$ cat src/hdl/ftx_regs.svh
// Timing counts and field positions for the transmit exception signalling block
`ifndef FTX_REGS_SVH
`define FTX_REGS_SVH

// Line-clock edges from the first accepted write to transmit enable
`define FTX_START_SER 8'd20
`define FTX_START_MII 8'd7
// Line-clock edges from late or sixteenth collision to retry arm
`define FTX_COLLRET_SER 8'd26
`define FTX_COLLRET_MII 8'd8
// Line-clock edges from underflow to retry arm
`define FTX_UFLRET_SER 8'd8
`define FTX_UFLRET_MII 8'd2
// Line-clock edges from collision input to interrupt
`define FTX_COLLINT_SER 8'd21
`define FTX_COLLINT_MII 8'd8
// Line-clock edges for the retry clear and interrupt clear sequences
`define FTX_ONE_TICK 8'd1
`define FTX_INTCLR_TICKS 8'd2
// Bit positions in the synchronised pin vector
`define FTX_PIN_TXC 0
`define FTX_PIN_HCLK 1
`define FTX_PIN_COLLISION_IN 2
`define FTX_PIN_CLR 3
`define FTX_PIN_SEL_N 4
`define FTX_PIN_WR_N 5
`define FTX_PIN_ACK 6
`define FTX_PIN_DATA 7

`endif
$ cat src/hdl/ftx_pkg.sv
// Types shared by the transmit exception signalling block
package ftx_pkg;

    // Transmit sequence, Gray coded along idle, wait, send, retry
    typedef enum logic [1:0] {
        FTX_IDLE = 2'b00,
        FTX_WAIT = 2'b01,
        FTX_SEND = 2'b11,
        FTX_HALT = 2'b10
    } ftx_state_t;

    // Frame events reported by the transmit core on the same clock
    typedef struct packed {
        logic late_collision_in;
        logic coll16;
        logic underflow;
        logic done;
        logic carrier_drop;
    } ftx_evt_t;

endpackage

$ cat src/hdl/ftx_exc_sig.sv
// Transmit exception signalling: retry flag, FIFO ready, transmit enable, interrupt
//
// Contract
// RL1: A clear pulse drops the retry flag after one line clock plus the next host clock edge.
// RL2: Transmit enable rises a fixed count of line clocks after the first write, per mode.
// RL3: Late or sixteenth collision sets retry after 26 (serial) or 8 (MII) line clocks.
// RL4: Underflow sets retry after 8 (serial) or 2 (MII) line clocks plus a host clock edge.
// RL5: FIFO ready falls in the same cycle that the retry flag rises; here it falls when the set is armed, at least a cycle earlier.
// RL6: FIFO ready returns in the same cycle that the retry flag falls.
// RL7: On underflow the interrupt rises first and transmit enable drops one line clock later.
// RL8: On good end or carrier dropout enable drops first and the interrupt one line clock later.
// RL9: The interrupt rises 21 (serial) or 8 (MII) line clocks after collision input rises.
// RL10: The retry flag changes only on a sampled rising edge of the host FIFO clock.
// RL11: The host writes a word by holding the write strobe low at a host clock rising edge.
// RL12: While retry is high it stays high and no data is taken until the host pulses clear.
// RL13: The interrupt stays high until acknowledged, then clears two line clocks later.
`timescale 1ns/10ps
`default_nettype none
`include "ftx_regs.svh"

module ftx_exc_sig #(
    parameter int DATA_W = 32
) (
    input wire logic ref_clk,
    input wire logic rstn,
    input wire logic line_tx_clock,
    input wire logic host_fifo_clock,
    input wire logic fifo_write_strobe_n,
    input wire logic tx_side_select_n,
    input wire logic [DATA_W-1:0] tx_word_in,
    input wire logic clear_tx_error,
    input wire logic collision_in,
    input wire logic int_ack,
    input wire logic mii_mode,
    input wire ftx_pkg::ftx_evt_t frame_evt,
    output logic tx_retry_flag,
    output logic tx_fifo_ready,
    output logic line_transmit_enable,
    output logic tx_interrupt,
    output logic [DATA_W-1:0] tx_word_out,
    output logic tx_word_valid
);
    import ftx_pkg::*;

    localparam int PW = `FTX_PIN_DATA + DATA_W;

    // Elaboration check on the data width
    if (DATA_W < 1 || DATA_W > 64) begin : g_bad_width
        $error("DATA_W must lie between 1 and 64");
    end

    // Pick the mode-dependent count
    function automatic logic [7:0] pick(input logic mii, input logic [7:0] ser,
                                        input logic [7:0] m);
        pick = mii ? m : ser;
    endfunction

    // **********************************************
    // Pin sampling
    // **********************************************
    logic [PW-1:0] pins_raw;
    logic [PW-1:0] pins_s;
    logic [PW-1:0] pins_r;

    assign pins_raw = {tx_word_in, int_ack, fifo_write_strobe_n, tx_side_select_n,
                       clear_tx_error, collision_in, host_fifo_clock, line_tx_clock};

    ftx_pin_sync #(.W(PW)) u_sync (
        .ref_clk(ref_clk),
        .rstn(rstn),
        .pin_in(pins_raw),
        .pin_sync(pins_s),
        .pin_rise(pins_r)
    );

    logic txc_tick;
    logic hclk_tick;
    logic collision_in_rise;
    logic ack_rise;
    logic write_seen;

    assign txc_tick = pins_r[`FTX_PIN_TXC];
    assign hclk_tick = pins_r[`FTX_PIN_HCLK];
    assign collision_in_rise = pins_r[`FTX_PIN_COLLISION_IN];
    assign ack_rise = pins_r[`FTX_PIN_ACK];
    // Strobe and select are delayed as much as the clock, so they align at the edge
    assign write_seen = hclk_tick && !pins_s[`FTX_PIN_WR_N] && !pins_s[`FTX_PIN_SEL_N]; // RL11

    // **********************************************
    // Registers
    // **********************************************
    ftx_state_t state_reg;
    ftx_state_t state_next;
    logic retry_reg;
    logic [7:0] start_cnt_reg;
    logic [7:0] ret_cnt_reg;
    logic ret_pend_reg;
    logic ret_arm_reg;
    logic [7:0] clr_cnt_reg;
    logic clr_pend_reg;
    logic clr_arm_reg;
    logic int_reg;
    logic [7:0] cint_cnt_reg;
    logic cint_pend_reg;
    logic [7:0] iclr_cnt_reg;
    logic iclr_pend_reg;
    logic drop_pend_reg;
    logic raise_pend_reg;
    logic [DATA_W-1:0] word_reg;
    logic word_valid_reg;
    logic accept;
    logic retry_evt;

    // Words are taken only while ready, which excludes the retry condition
    assign accept = write_seen && tx_fifo_ready; // RL12
    assign retry_evt = frame_evt.late_collision_in || frame_evt.coll16 || frame_evt.underflow;

    // **********************************************
    // Transmit sequence
    // **********************************************
    always_comb begin
        state_next = state_reg;
        case (state_reg)
            FTX_IDLE: begin
                if (accept) begin
                    state_next = FTX_WAIT;
                end
            end
            FTX_WAIT: begin
                if (txc_tick && start_cnt_reg == 8'd1) begin
                    state_next = FTX_SEND; // RL2
                end
            end
            FTX_SEND: begin
                if (retry_evt) begin
                    state_next = FTX_HALT;
                end else if (frame_evt.done || frame_evt.carrier_drop) begin
                    state_next = FTX_IDLE;
                end
            end
            FTX_HALT: begin
                // Leaves only once the host has cleared the flag
                if (!retry_reg && !ret_pend_reg && !ret_arm_reg) begin
                    state_next = FTX_IDLE; // RL12
                end
            end
            default: state_next = FTX_IDLE;
        endcase
    end

    always_ff @(posedge ref_clk) begin
        if (!rstn) begin
            state_reg <= FTX_IDLE;
        end else begin
            state_reg <= state_next;
        end
    end

    // Start delay counted in line clock edges; mode is sampled at the first write
    always_ff @(posedge ref_clk) begin
        if (!rstn) begin
            start_cnt_reg <= 8'd0;
        end else if (state_reg == FTX_IDLE && accept) begin
            start_cnt_reg <= pick(mii_mode, `FTX_START_SER, `FTX_START_MII); // RL2
        end else if (txc_tick && start_cnt_reg != 8'd0) begin
            start_cnt_reg <= start_cnt_reg - 8'd1;
        end
    end

    // **********************************************
    // Data capture
    // **********************************************
    always_ff @(posedge ref_clk) begin
        if (!rstn) begin
            word_reg <= '0;
            word_valid_reg <= 1'b0;
        end else begin
            word_valid_reg <= accept;
            if (accept) begin
                word_reg <= pins_s[`FTX_PIN_DATA +: DATA_W];
            end
        end
    end

    // **********************************************
    // Retry set path
    // **********************************************
    // Exception starts a line-clock countdown; expiry arms the set for a host edge
    always_ff @(posedge ref_clk) begin
        if (!rstn) begin
            ret_cnt_reg <= 8'd0;
            ret_pend_reg <= 1'b0;
            ret_arm_reg <= 1'b0;
        end else begin
            if (state_reg == FTX_SEND && frame_evt.underflow) begin
                ret_cnt_reg <= pick(mii_mode, `FTX_UFLRET_SER, `FTX_UFLRET_MII); // RL4
                ret_pend_reg <= 1'b1;
            end else if (state_reg == FTX_SEND && retry_evt) begin
                ret_cnt_reg <= pick(mii_mode, `FTX_COLLRET_SER, `FTX_COLLRET_MII); // RL3
                ret_pend_reg <= 1'b1;
            end else if (ret_pend_reg && txc_tick) begin
                ret_cnt_reg <= ret_cnt_reg - 8'd1;
                if (ret_cnt_reg == 8'd1) begin
                    ret_pend_reg <= 1'b0;
                    ret_arm_reg <= 1'b1;
                end
            end
            if (ret_arm_reg && hclk_tick) begin
                ret_arm_reg <= 1'b0;
            end
        end
    end

    // **********************************************
    // Retry clear path
    // **********************************************
    // Clear is taken at a host edge, waits one line clock, then applies at a host edge
    always_ff @(posedge ref_clk) begin
        if (!rstn) begin
            clr_cnt_reg <= 8'd0;
            clr_pend_reg <= 1'b0;
            clr_arm_reg <= 1'b0;
        end else begin
            if (hclk_tick && pins_s[`FTX_PIN_CLR] && retry_reg && !clr_pend_reg) begin
                clr_cnt_reg <= `FTX_ONE_TICK; // RL1
                clr_pend_reg <= 1'b1;
            end else if (clr_pend_reg && txc_tick) begin
                clr_cnt_reg <= clr_cnt_reg - 8'd1;
                if (clr_cnt_reg == 8'd1) begin
                    clr_pend_reg <= 1'b0;
                    clr_arm_reg <= 1'b1;
                end
            end
            if (clr_arm_reg && hclk_tick) begin
                clr_arm_reg <= 1'b0;
            end
        end
    end

    // Flag moves only at host clock edges; a set in the same edge beats the clear
    always_ff @(posedge ref_clk) begin
        if (!rstn) begin
            retry_reg <= 1'b0;
        end else if (hclk_tick) begin // RL10
            if (ret_arm_reg) begin
                retry_reg <= 1'b1; // RL3 RL4
            end else if (clr_arm_reg) begin
                retry_reg <= 1'b0; // RL1
            end
        end
    end

    // Ready is combinational; it falls as soon as the set is armed, before the flag rises, and returns with the flag
    assign tx_fifo_ready = !retry_reg && !ret_arm_reg; // RL5 RL6

    // **********************************************
    // Transmit enable
    // **********************************************
    // Underflow holds enable one more line clock; other endings drop it at once
    always_ff @(posedge ref_clk) begin
        if (!rstn) begin
            line_transmit_enable <= 1'b0;
            drop_pend_reg <= 1'b0;
        end else begin
            if (state_reg == FTX_WAIT && state_next == FTX_SEND) begin
                line_transmit_enable <= 1'b1; // RL2
            end else if (state_reg == FTX_SEND && frame_evt.underflow) begin
                drop_pend_reg <= 1'b1; // RL7
            end else if (state_reg == FTX_SEND && (retry_evt || state_next == FTX_IDLE)) begin
                line_transmit_enable <= 1'b0; // RL8
            end else if (drop_pend_reg && txc_tick) begin
                drop_pend_reg <= 1'b0;
                line_transmit_enable <= 1'b0; // RL7
            end
        end
    end

    // **********************************************
    // Interrupt
    // **********************************************
    // Collision countdown starts when the pin rises during a frame and no countdown is pending
    always_ff @(posedge ref_clk) begin
        if (!rstn) begin
            cint_cnt_reg <= 8'd0;
            cint_pend_reg <= 1'b0;
        end else if (collision_in_rise && line_transmit_enable && !cint_pend_reg) begin
            cint_cnt_reg <= pick(mii_mode, `FTX_COLLINT_SER, `FTX_COLLINT_MII); // RL9
            cint_pend_reg <= 1'b1;
        end else if (cint_pend_reg && txc_tick) begin
            cint_cnt_reg <= cint_cnt_reg - 8'd1;
            if (cint_cnt_reg == 8'd1) begin
                cint_pend_reg <= 1'b0;
            end
        end
    end

    // Good end and carrier dropout raise the interrupt one line clock after enable drops
    always_ff @(posedge ref_clk) begin
        if (!rstn) begin
            raise_pend_reg <= 1'b0;
        end else if (state_reg == FTX_SEND && !retry_evt
                     && (frame_evt.done || frame_evt.carrier_drop)) begin
            raise_pend_reg <= 1'b1; // RL8
        end else if (raise_pend_reg && txc_tick) begin
            raise_pend_reg <= 1'b0;
        end
    end

    // Acknowledge starts a two line clock clear delay
    always_ff @(posedge ref_clk) begin
        if (!rstn) begin
            iclr_cnt_reg <= 8'd0;
            iclr_pend_reg <= 1'b0;
        end else if (ack_rise && int_reg && !iclr_pend_reg) begin
            iclr_cnt_reg <= `FTX_INTCLR_TICKS; // RL13
            iclr_pend_reg <= 1'b1;
        end else if (iclr_pend_reg && txc_tick) begin
            iclr_cnt_reg <= iclr_cnt_reg - 8'd1;
            if (iclr_cnt_reg == 8'd1) begin
                iclr_pend_reg <= 1'b0;
            end
        end
    end

    // Sticky interrupt; any new cause in the clearing cycle keeps it set
    always_ff @(posedge ref_clk) begin
        if (!rstn) begin
            int_reg <= 1'b0;
        end else if (state_reg == FTX_SEND && frame_evt.underflow) begin
            int_reg <= 1'b1; // RL7
        end else if (raise_pend_reg && txc_tick) begin
            int_reg <= 1'b1; // RL8
        end else if (cint_pend_reg && txc_tick && cint_cnt_reg == 8'd1) begin
            int_reg <= 1'b1; // RL9
        end else if (iclr_pend_reg && txc_tick && iclr_cnt_reg == 8'd1) begin
            int_reg <= 1'b0; // RL13
        end
    end

    assign tx_retry_flag = retry_reg;
    assign tx_interrupt = int_reg;
    assign tx_word_out = word_reg;
    assign tx_word_valid = word_valid_reg;

endmodule
`default_nettype wire

$ cat src/hdl/ftx_pin_sync.sv
// Two-stage synchroniser with rising-edge detect for a vector of pins
`timescale 1ns/10ps
`default_nettype none

module ftx_pin_sync #(
    parameter int W = 8
) (
    input wire logic ref_clk,
    input wire logic rstn,
    input wire logic [W-1:0] pin_in,
    output logic [W-1:0] pin_sync,
    output logic [W-1:0] pin_rise
);

    logic [W-1:0] meta_reg;
    logic [W-1:0] sync_reg;
    logic [W-1:0] last_reg;

    // **********************************************
    // Synchroniser stages
    // **********************************************
    // First stage is read only by the second stage
    always_ff @(posedge ref_clk) begin
        if (!rstn) begin
            meta_reg <= '0;
            sync_reg <= '0;
            last_reg <= '0;
        end else begin
            meta_reg <= pin_in;
            sync_reg <= meta_reg;
            last_reg <= sync_reg;
        end
    end

    // Edge detect works on the settled stages only
    assign pin_sync = sync_reg;
    assign pin_rise = sync_reg & ~last_reg;

endmodule
`default_nettype wire

$ cat config.mk
export PLATFORM = sky130hd
export DESIGN_NAME = ftx_exc_sig
export DESIGN_NICKNAME = d
export VERILOG_FILES = /design/src/hdl/ftx_pkg.sv /design/src/hdl/ftx_exc_sig.sv /design/src/hdl/ftx_pin_sync.sv
export VERILOG_INCLUDE_DIRS = /design/src /design/src/hdl
export SDC_FILE = /design/constraint.sdc
export NUM_CORES = 1
export LEC_CHECK = 0
export BUFFER_PORTS_ARGS = -buffer_cell sky130_fd_sc_hd__clkbuf_2
export CAP_MARGIN = 20
export CORE_ASPECT_RATIO = 1.1
export CORE_MARGIN = 4
export CORE_UTILIZATION = 53
export CTS_BUF_LIST = sky130_fd_sc_hd__clkbuf_2
export DETAILED_ROUTE_END_ITERATION = 12
export PLACE_DENSITY_LB_ADDON = 0.25
export SYNTH_ARGS = -nofsm -noshare
export SYNTH_HDL_FRONTEND = slang
export SYNTH_SLANG_ARGS = --single-unit
$ cat constraint.sdc
create_clock -name ref_clk -period 1.6 [get_ports ref_clk]
set_input_delay 0.24 -clock ref_clk [delete_from_list [all_inputs] [get_ports ref_clk]]
set_output_delay 0.24 -clock ref_clk [all_outputs]
set_load 0.02 [all_outputs]
# After elaboration in Yosys (flattened, before gate mapping)
# Index checks and enable logic that the tools add are counted.
# op_classes
muxes,48
n_eq_ne,11
bitwise_logic,7
n_reduce_logical,75
addsub,5
# op_table
cell,n
2-to-1 mux 8 bit,7
"equality test 8 x 1 -> 1 bit, second input constant",5
"subtractor 8 x 1 -> 8 bit, second input constant",5
logical AND 1 bit,32
2-to-1 mux 1 bit,29
nonzero test 2 bit,10
2-to-1 mux 5 bit,3
2-to-1 mux 2 bit,7
AND reduction 2 bit,6
zero test 1 bit,9
nonzero test 3 bit,3
one-hot mux 2 bit (4 select lines),1
nonzero test 8 bit,1
OR reduction 2 bit,4
bitwise AND 7 bit,1
inverter 7 bit,1
"equality test 2 bit, second input constant",3
AND reduction 3 bit,2
inverter 1 bit,5
zero test 2 bit,2
logical OR 1 bit,4
2-to-1 mux 4 bit,1
"inequality test 2 bit, second input constant",2
AND reduction 4 bit,1
other kinds (2),2
# word_totals
input_bits,47
register_bits,171
elab_cells,170
out_inout_bits,37

# Depth between registers and ports, before layout
# Gate-level depths: netlist of run 1.
# logic_depth
ltp_word,13
mapped_depth,7

# Cells and area by module
# From an unflattened synthesis of run 1, not the netlist that was laid out.
# hier_totals
cells_unflattened,747
hier_area_um2,7191.9
# modules_own_cells
module,area_each_um2,n_inst,seq_area_each_um2,cells_per_inst
ftx_exc_sig,3789.9,1,1721.7,462
ftx_pin_sync,3402.0,1,2342.2,285

# Least setup slack after synthesis of run 1
# OpenSTA, ideal clock, no wires.
# synth_path
kind,flip-flop to flip-flop
from,reg retry_reg (netlist: tx_retry_flag)
to,reg start_cnt_reg[0]
required_ns,1.472
stages_incl_launch_ff,6
period_less_slack_ns,1.754
setup_time_ns,0.128
setup_slack_ns,-0.154
arrival_ns,1.627
path_cell_list,dfxtp_1 > nor2_1 > nand3_1 > nor3_2 > mux2i_1 > nor2_1
# synth_between
elab_chain_len,5
# synth_lines
element,line,source
"start, declared",ftx_exc_sig.sv:94,logic retry_reg;
"start signal, assigned",ftx_exc_sig.sv:243,retry_reg <= 1'b0;
"start signal, assigned",ftx_exc_sig.sv:246,retry_reg <= 1'b1;
"start signal, assigned",ftx_exc_sig.sv:248,retry_reg <= 1'b0;
zero test 1 bit *,ftx_exc_sig.sv:254,assign tx_fifo_ready = !retry_reg && !ret_arm_reg;
logical AND 1 bit *,ftx_exc_sig.sv:254,
named net tx_fifo_ready,ftx_exc_sig.sv:37,"output logic tx_fifo_ready,"
logical AND 1 bit *,ftx_exc_sig.sv:115,assign accept = write_seen && tx_fifo_ready;
logical AND 1 bit *,ftx_exc_sig.sv:163,end else if (state_reg == FTX_IDLE && accept) begin
2-to-1 mux 8 bit / nonzero test 2 bit (equally long branches),n/a,
"end signal, assigned",ftx_exc_sig.sv:164,"start_cnt_reg <= pick(mii_mode, `FTX_START_SER, `FTX_START_MII);"
"end signal, assigned",ftx_exc_sig.sv:166,start_cnt_reg <= start_cnt_reg - 8'd1;
"end, declared",ftx_exc_sig.sv:95,logic [7:0] start_cnt_reg;
# The timed path passes the listed nets; every way through them passes the cells marked *.
# A chain may end at the register's enable or synchronous reset.

# Final worst setup path of run 1
# layout_path
from,reg retry_reg (netlist: tx_retry_flag)
to,out tx_fifo_ready
# layout_between
elab_chain_len,2
# layout_lines
element,line
zero test 1 bit,ftx_exc_sig.sv:254
logical AND 1 bit,ftx_exc_sig.sv:254
"end, declared",ftx_exc_sig.sv:37
# Every way passes these cells.

==> results.ini, run 1 <==
[grt]
grt_max_degree = 45
gr-usage-all-layers_pct = 20.8
grt_pass1_vias = 4736
grt_pass1_wl_um = 21400
grt_antenna_before_repair = 0
grt_overflow = 0

[critical_path]
cpMaxStageDelayCell = dfxtp_4
worst-path-stages = 2
critPathMaxFanout = 2
cp.arrival_ns = 1.35
critPathBufInv = 1
crit_start = tx_retry_flag$_SDFFE_PN0P_
reg2reg_to = iclr_cnt_reg[5]$_SDFFE_PP0P_
critPathCapture = tx_fifo_ready
r2r-start = u_sync.last_reg[0]$_SDFF_PN0_
r2r_slack_ns = 0.03
cp_cell_sequence = nor2_4 -> buf_8
critPathRequiredTime_ns = 1.36
r2r_cells = 5
crit_path_end_kind = output pin
critical-path-top-delay-family = flip-flops
cp_slowest_stage_delay_ns = 0.40
start_kind = flip-flop
path_class = reg -> out

[layout]
diodes = 0
fin_nets = 844
final_cell_area_mm2 = 0.00766
drive_gt1_share_pct = 25.1
syn2layout_area_growth_pct = 29.1
fin_util_pct = 69.9

[placed_design]
portBuffers = 83
pre_cts_slack_ns = -0.00708
dp_hpwl_um = 8080
place_area_mm2 = 0.00666
finalWeightedCongestion = 0.835

[detailed_routing]
finalWirelength_um = 13200
wire_per_inst_um = 14.0
drc = 0
first_iter_violations = 240
vias = 4788
postRouteAntennaNets = 0
via_per_inst = 5.08
dr.pass1.iters = 4

[clock_tree]
clock_latency_ns = 0.70
htree_levels = 4
cts_buffers = 17
clk_pin_slew_ns = 0.20
root_buffer = clkbuf_2
clkSinkCount = 168
cts_buffer_depth = 2
cts_tree = built

[yosys]
syn_inst = 624
synth_top_family_by_area = simple AND/OR/NAND/NOR gates
synth_warnings = 0
syn_nets = 682
synth_seq_area_share_pct = 56.7
synthArstFlopShare_pct = 0
synth_edf_count = 0
synth_xor_area_share_pct = 4.43
synth_compound_area_share_pct = 8.83
synth-adder-area-share_pct = 2.32
synth-seq-cells = 168
synthFlopType = dfxtp_1
netlist_area_mm2 = 0.00593
synthMuxAreaShare_pct = 0.358
avgSynthCellArea_um2 = 9.51
synth-simple-area-share_pct = 24.4
synth.distinct_cells = 52

[sta]
setup-violations-final = 0
worstMarginPinSlew_ns = 0.457
holdWs_ns = 0.0919
fin_crit_sh_pct = 99.2
rsz0062_at_grt = true
fin_skew_ns = 0.0288
slew_headroom_pct = 69.6
hold_violations = 0
fin_crit_ns = 1.59
drv_slew = 0
fmax_mhz = 630
fin_ws_ns = 0.0124

[min_path]
hold_path_class = in -> reg
holdPathStages = 5

[power_and_ir_drop]
p_leak_nw = 3.18
ir_drop_v = 0.000617
p_per_area_mw_per_mm2 = 888
p_total_mw = 6.81

[floorplan]
core_mm2 = 0.0110
die_h_um = 119
die_x_um = 109
start_util_pct = 54.1
io_pins = 84
std_cell_rows = 40
die-area_mm2 = 0.0130

[run_status]
status = finished, final reports clean

[run]
maxCapViolCount = 0

-- cell type report --
cell class	instances	area, µm²
sequential	168	3420
tap	147	184
inverter	14	52.6
timing repair buffer	174	1340
clock inverter	9	81.3
fill	800	3300
multi-input combinational	411	2480
clock buffer	20	100
-- cells by family (layout without fill, tap and decap cells) --
| logic type | count (synthesis) | in the layout |
|---|---|---|
| compound gates | 87 | 87 |
| xor+xnor | 30 | 30 |
| mux | 2 | 2 |
| simple gates | 281 | 281 |
| buf+inv | 45 | 217 |
| fa+ha+maj | 11 | 11 |
| flops | 168 | 168 |
-- worst min path at each step --
stage | start | endpoint | slack (ns)
after floorplan | line_tx_clock | u_sync.meta_reg[0]$_SDFF_PN0_ | 0.37
after global placement | u_sync.meta_reg[21]$_SDFF_PN0_ | u_sync.pin_sync[21]$_SDFF_PN0_ | 0.41
after detailed placement | u_sync.meta_reg[14]$_SDFF_PN0_ | u_sync.pin_sync[14]$_SDFF_PN0_ | 0.42
after CTS | frame_evt[0] | state_reg[0]$_SDFF_PN0_ | 0.005
after global routing | frame_evt[0] | state_reg[0]$_SDFF_PN0_ | 0.04
final | frame_evt[0] | state_reg[0]$_SDFF_PN0_ | 0.09
-- Yosys cell counts, drive strengths merged, types with 2 or more instances --
library cell / instances / area (µm²)
nor2: 59 / 224
dfxtp: 168 / 3360
nand2b: 3 / 18.8
o21a: 3 / 22.5
xnor2: 16 / 140
or3: 4 / 30.0
o21ai: 10 / 50.0
o311ai: 3 / 26.3
buf: 5 / 25.0
inv: 14 / 52.6
and2: 83 / 519
a22oi: 3 / 22.5
a21oi: 47 / 235
nand2: 84 / 315
nand4: 2 / 12.5
nand3: 9 / 45.0
and4b: 2 / 20.0
xor2: 14 / 123
nand3b: 7 / 56.3
nor2b: 2 / 12.5
ha: 11 / 138
a211oi: 3 / 22.5
nand4b: 5 / 43.8
or4: 2 / 18.8
nor3b: 2 / 15.0
clkbuf: 26 / 97.6
o31ai: 3 / 22.5
a31oi: 5 / 37.5
nor3: 7 / 40.0
and3: 3 / 18.8
nor4: 6 / 50.0
-- per-stage QoR --
stage | TNS (ns) | std cells
3_3_place_gp | 0 | 849
5_1_grt | -0.293 | 943
6_report | 0 | 943
3_5_place_dp | -0.00708 | 849
2_1_floorplan | -0.0123 | 624
4_1_cts | -0.161 | 941
-- power breakdown --
part / internal, mW / switching, mW
clock: 0.538 / 1.36
combinational: 0.298 / 0.249
sequential: 4.31 / 0.0544
-- layer usage --
metal	global-route usage, %	part of all wire [%]	vias up
met4	10.4	1.5	0
met1	24.2	42	2264
li1	-	-	2375
met5	0	0	-
met2	34.9	51	130
met3	5.37	5.6	19
-- what timing repair did --
| action | in CTS | in global routing |
|---|---|---|
| buffers inserted | 3 | 2 |
| endpoints found under the hold margin | 96 | 0 |
| endpoints found under the setup margin | 21 | 46 |
| hold buffers | 60 | 0 |
| resized for setup | 27 | 63 |
| pin swaps | 1 | 3 |
-- placed cells by master (no fill, tap or decap), types with 3 or more instances in the layout --
| master | n |
|---|---|
| a21oi_1 | 47 |
| a22oi_1 | 3 |
| a31oi_1 | 4 |
| and2_1 | 83 |
| and3_1 | 3 |
| buf_12 | 3 |
| buf_2 | 7 |
| buf_4 | 35 |
| buf_6 | 3 |
| clkbuf_2 | 84 |
| clkinvlp_4 | 4 |
| dfxtp_1 | 127 |
| dfxtp_2 | 38 |
| dfxtp_4 | 3 |
| dlygate4sd3_1 | 60 |
| ha_1 | 11 |
| inv_1 | 14 |
| nand2_1 | 84 |
| nand3_1 | 7 |
| nand3b_1 | 6 |
| nand4b_1 | 5 |
| nor2_1 | 57 |
| nor3_1 | 5 |
| nor4_1 | 3 |
| o21a_1 | 3 |
| o21ai_0 | 9 |
| o311ai_0 | 3 |
| o31ai_1 | 3 |
| or3_1 | 3 |
| xnor2_1 | 16 |
| xor2_1 | 14 |
-- tightest hold or removal path: stages --
cell	delay [ns]
clkbuf_2	0.07
nor2_1	0.05
a21boi_0	0.18
o22ai_1	0.09
and2_1	0.14
No activity file was read; power rests on OpenSTA's default activity.
==> inputs of run 2 (changes only) <==
--- a/config.mk
+++ b/config.mk
@@ -9,11 +9,12 @@
 export BUFFER_PORTS_ARGS = -buffer_cell sky130_fd_sc_hd__clkbuf_2
 export CAP_MARGIN = 20
 export CORE_ASPECT_RATIO = 1.1
-export CORE_MARGIN = 4
+export CORE_MARGIN = 5
 export CORE_UTILIZATION = 53
 export CTS_BUF_LIST = sky130_fd_sc_hd__clkbuf_2
 export DETAILED_ROUTE_END_ITERATION = 12
 export PLACE_DENSITY_LB_ADDON = 0.25
+export REMOVE_ABC_BUFFERS = 1
 export SYNTH_ARGS = -nofsm -noshare
 export SYNTH_HDL_FRONTEND = slang
 export SYNTH_SLANG_ARGS = --single-unit
==> results.ini, run 2 (synthesis gave the netlist of run 1 again) <==
[layout]
mostFrequentLayoutCell = dfxtp_1
fin_nets = 842
nFillCells = 775
diodes = 0
final_cell_area_mm2 = 0.00776
drive_gt1_share_pct = 27.1
layout_common_cells = 130 x dfxtp_1, 84 x nand2_1, 83 x and2_1
syn2layout_area_growth_pct = 30.8

[sta]
setup_tns_ns = -0.0170
setup-violations-final = 1
hold_violations = 0
drv_slew = 0
rsz0062_at_grt = true
worstMarginPinSlew_ns = 0.482
fin_skew_ns = 0.0278
fin_crit_ns = 1.62
fmax_mhz = 618
fin_crit_sh_pct = 101
slew_headroom_pct = 67.9
fin_ws_ns = -0.0170

[grt]
grt_overflow = 0
grt_pass1_wl_um = 21300
grt_max_degree = 61
gr-usage-all-layers_pct = 19.4
grt_pass1_vias = 4743
grt_antenna_before_repair = 0

[detailed_routing]
vias = 4712
drc = 0
dr.pass1.iters = 4
first_iter_violations = 176
finalWirelength_um = 13000
wire_per_inst_um = 13.8
via_per_inst = 4.99
postRouteAntennaNets = 0

[power_and_ir_drop]
p_leak_nw = 3.21
p_per_area_mw_per_mm2 = 928
ir_drop_v = 0.000610

[run]
maxCapViolCount = 0

[floorplan]
std_cell_rows = 40
io_pins = 84
core_mm2 = 0.0110
die-area_mm2 = 0.0134
die_x_um = 111
die_h_um = 121
start_util_pct = 54.1

[clock_tree]
clk_pin_slew_ns = 0.23
cts_buffer_depth = 2
cts_tree = built
clkSinkCount = 168
cts_buffers = 17
clock_latency_ns = 0.73
root_buffer = clkbuf_2
htree_levels = 4

[run_status]
status = finished with violations
violations = negative setup slack

[placed_design]
portBuffers = 83
dp_hpwl_um = 7970
finalWeightedCongestion = 0.829
place_area_mm2 = 0.00670

[critical_path]
critPathMaxFanout = 2
start_kind = flip-flop
path_class = reg -> out
critPathRequiredTime_ns = 1.36
cp.arrival_ns = 1.38
crit_path_end_kind = output pin

[min_path]
hold_path_class = in -> reg

[run 2: layout make-up]
| cell class | count | area [µm²] | area share [%] |
|---|---|---|---|
| clock inverter | 13 | 151 | 1.95 |
| inverter | 14 | 52.6 | 0.677 |
| clock buffer | 19 | 95.1 | 1.22 |
| multi-input combinational | 412 | 2540 | 32.7 |
| sequential | 168 | 3410 | 44.0 |
| timing repair buffer | 171 | 1330 | 17.1 |
| tap | 147 | 184 | 2.37 |
[run 2: where the power goes]
part	switching [mW]	leakage, nW	internal [mW]
clock	1.40	0.151	0.879
combinational	0.265	1.67	0.301
sequential	0.0494	1.39	4.31
[run 2: path summary, 6_finish.rpt]
path                                                     start                            end  slack, ns  cells past startpoint
worst max register to register   u_sync.pin_sync[0]$_SDFF_PN0_      tx_interrupt$_SDFFE_PN0P_       0.04                      7
worst max-delay path                  ret_arm_reg$_SDFFE_PP0P_                  tx_fifo_ready      -0.02                      2
worst min-delay path                             tx_word_in[0]  u_sync.meta_reg[7]$_SDFF_PN0_       0.24                      3
worst min register to register  u_sync.pin_sync[10]$_SDFF_PN0_    tx_word_out[3]$_SDFFE_PN0P_       0.44                      2
[run 2: critical path, stage by stage (launching register included)]
cell and delay [ns]:
dfxtp_2 0.39, nor2_4 0.13, buf_8 0.12
[run 2: through the flow]
step | util [%] | hold slack, ns | cells | setup WS (ns) | power (mW)
floorplan | - | 0.347 | 593 | -0.810 | 4.64
global placement | 61.1 | 0.414 | 855 | 0.0291 | 4.84
detailed placement | 61.1 | 0.418 | 855 | -0.0493 | 4.86
CTS | 68.6 | 0.180 | 936 | -0.0804 | 7.21
global route | 70.8 | 0.187 | 944 | -0.119 | 7.52
finish | 70.8 | 0.243 | 944 | -0.0170 | 7.20
[run 2: per-layer routing]
| layer | up-vias | track usage (%) | share of wire, % |
|---|---|---|---|
| met5 | - | 0 | 0 |
| met3 | 18 | 6.48 | 5.2 |
| li1 | 2374 | - | - |
| met4 | 0 | 6.85 | 1.4 |
| met2 | 101 | 34.3 | 51 |
| met1 | 2219 | 22.0 | 42 |
[run 2: repair_timing]
item,CTS,global route
resized for setup,26,97
gates cloned,0,1
pin swaps,0,7
buffers inserted,2,7
hold buffers,47,0
endpoints found under the setup margin,19,54
endpoints found under the hold margin,62,0
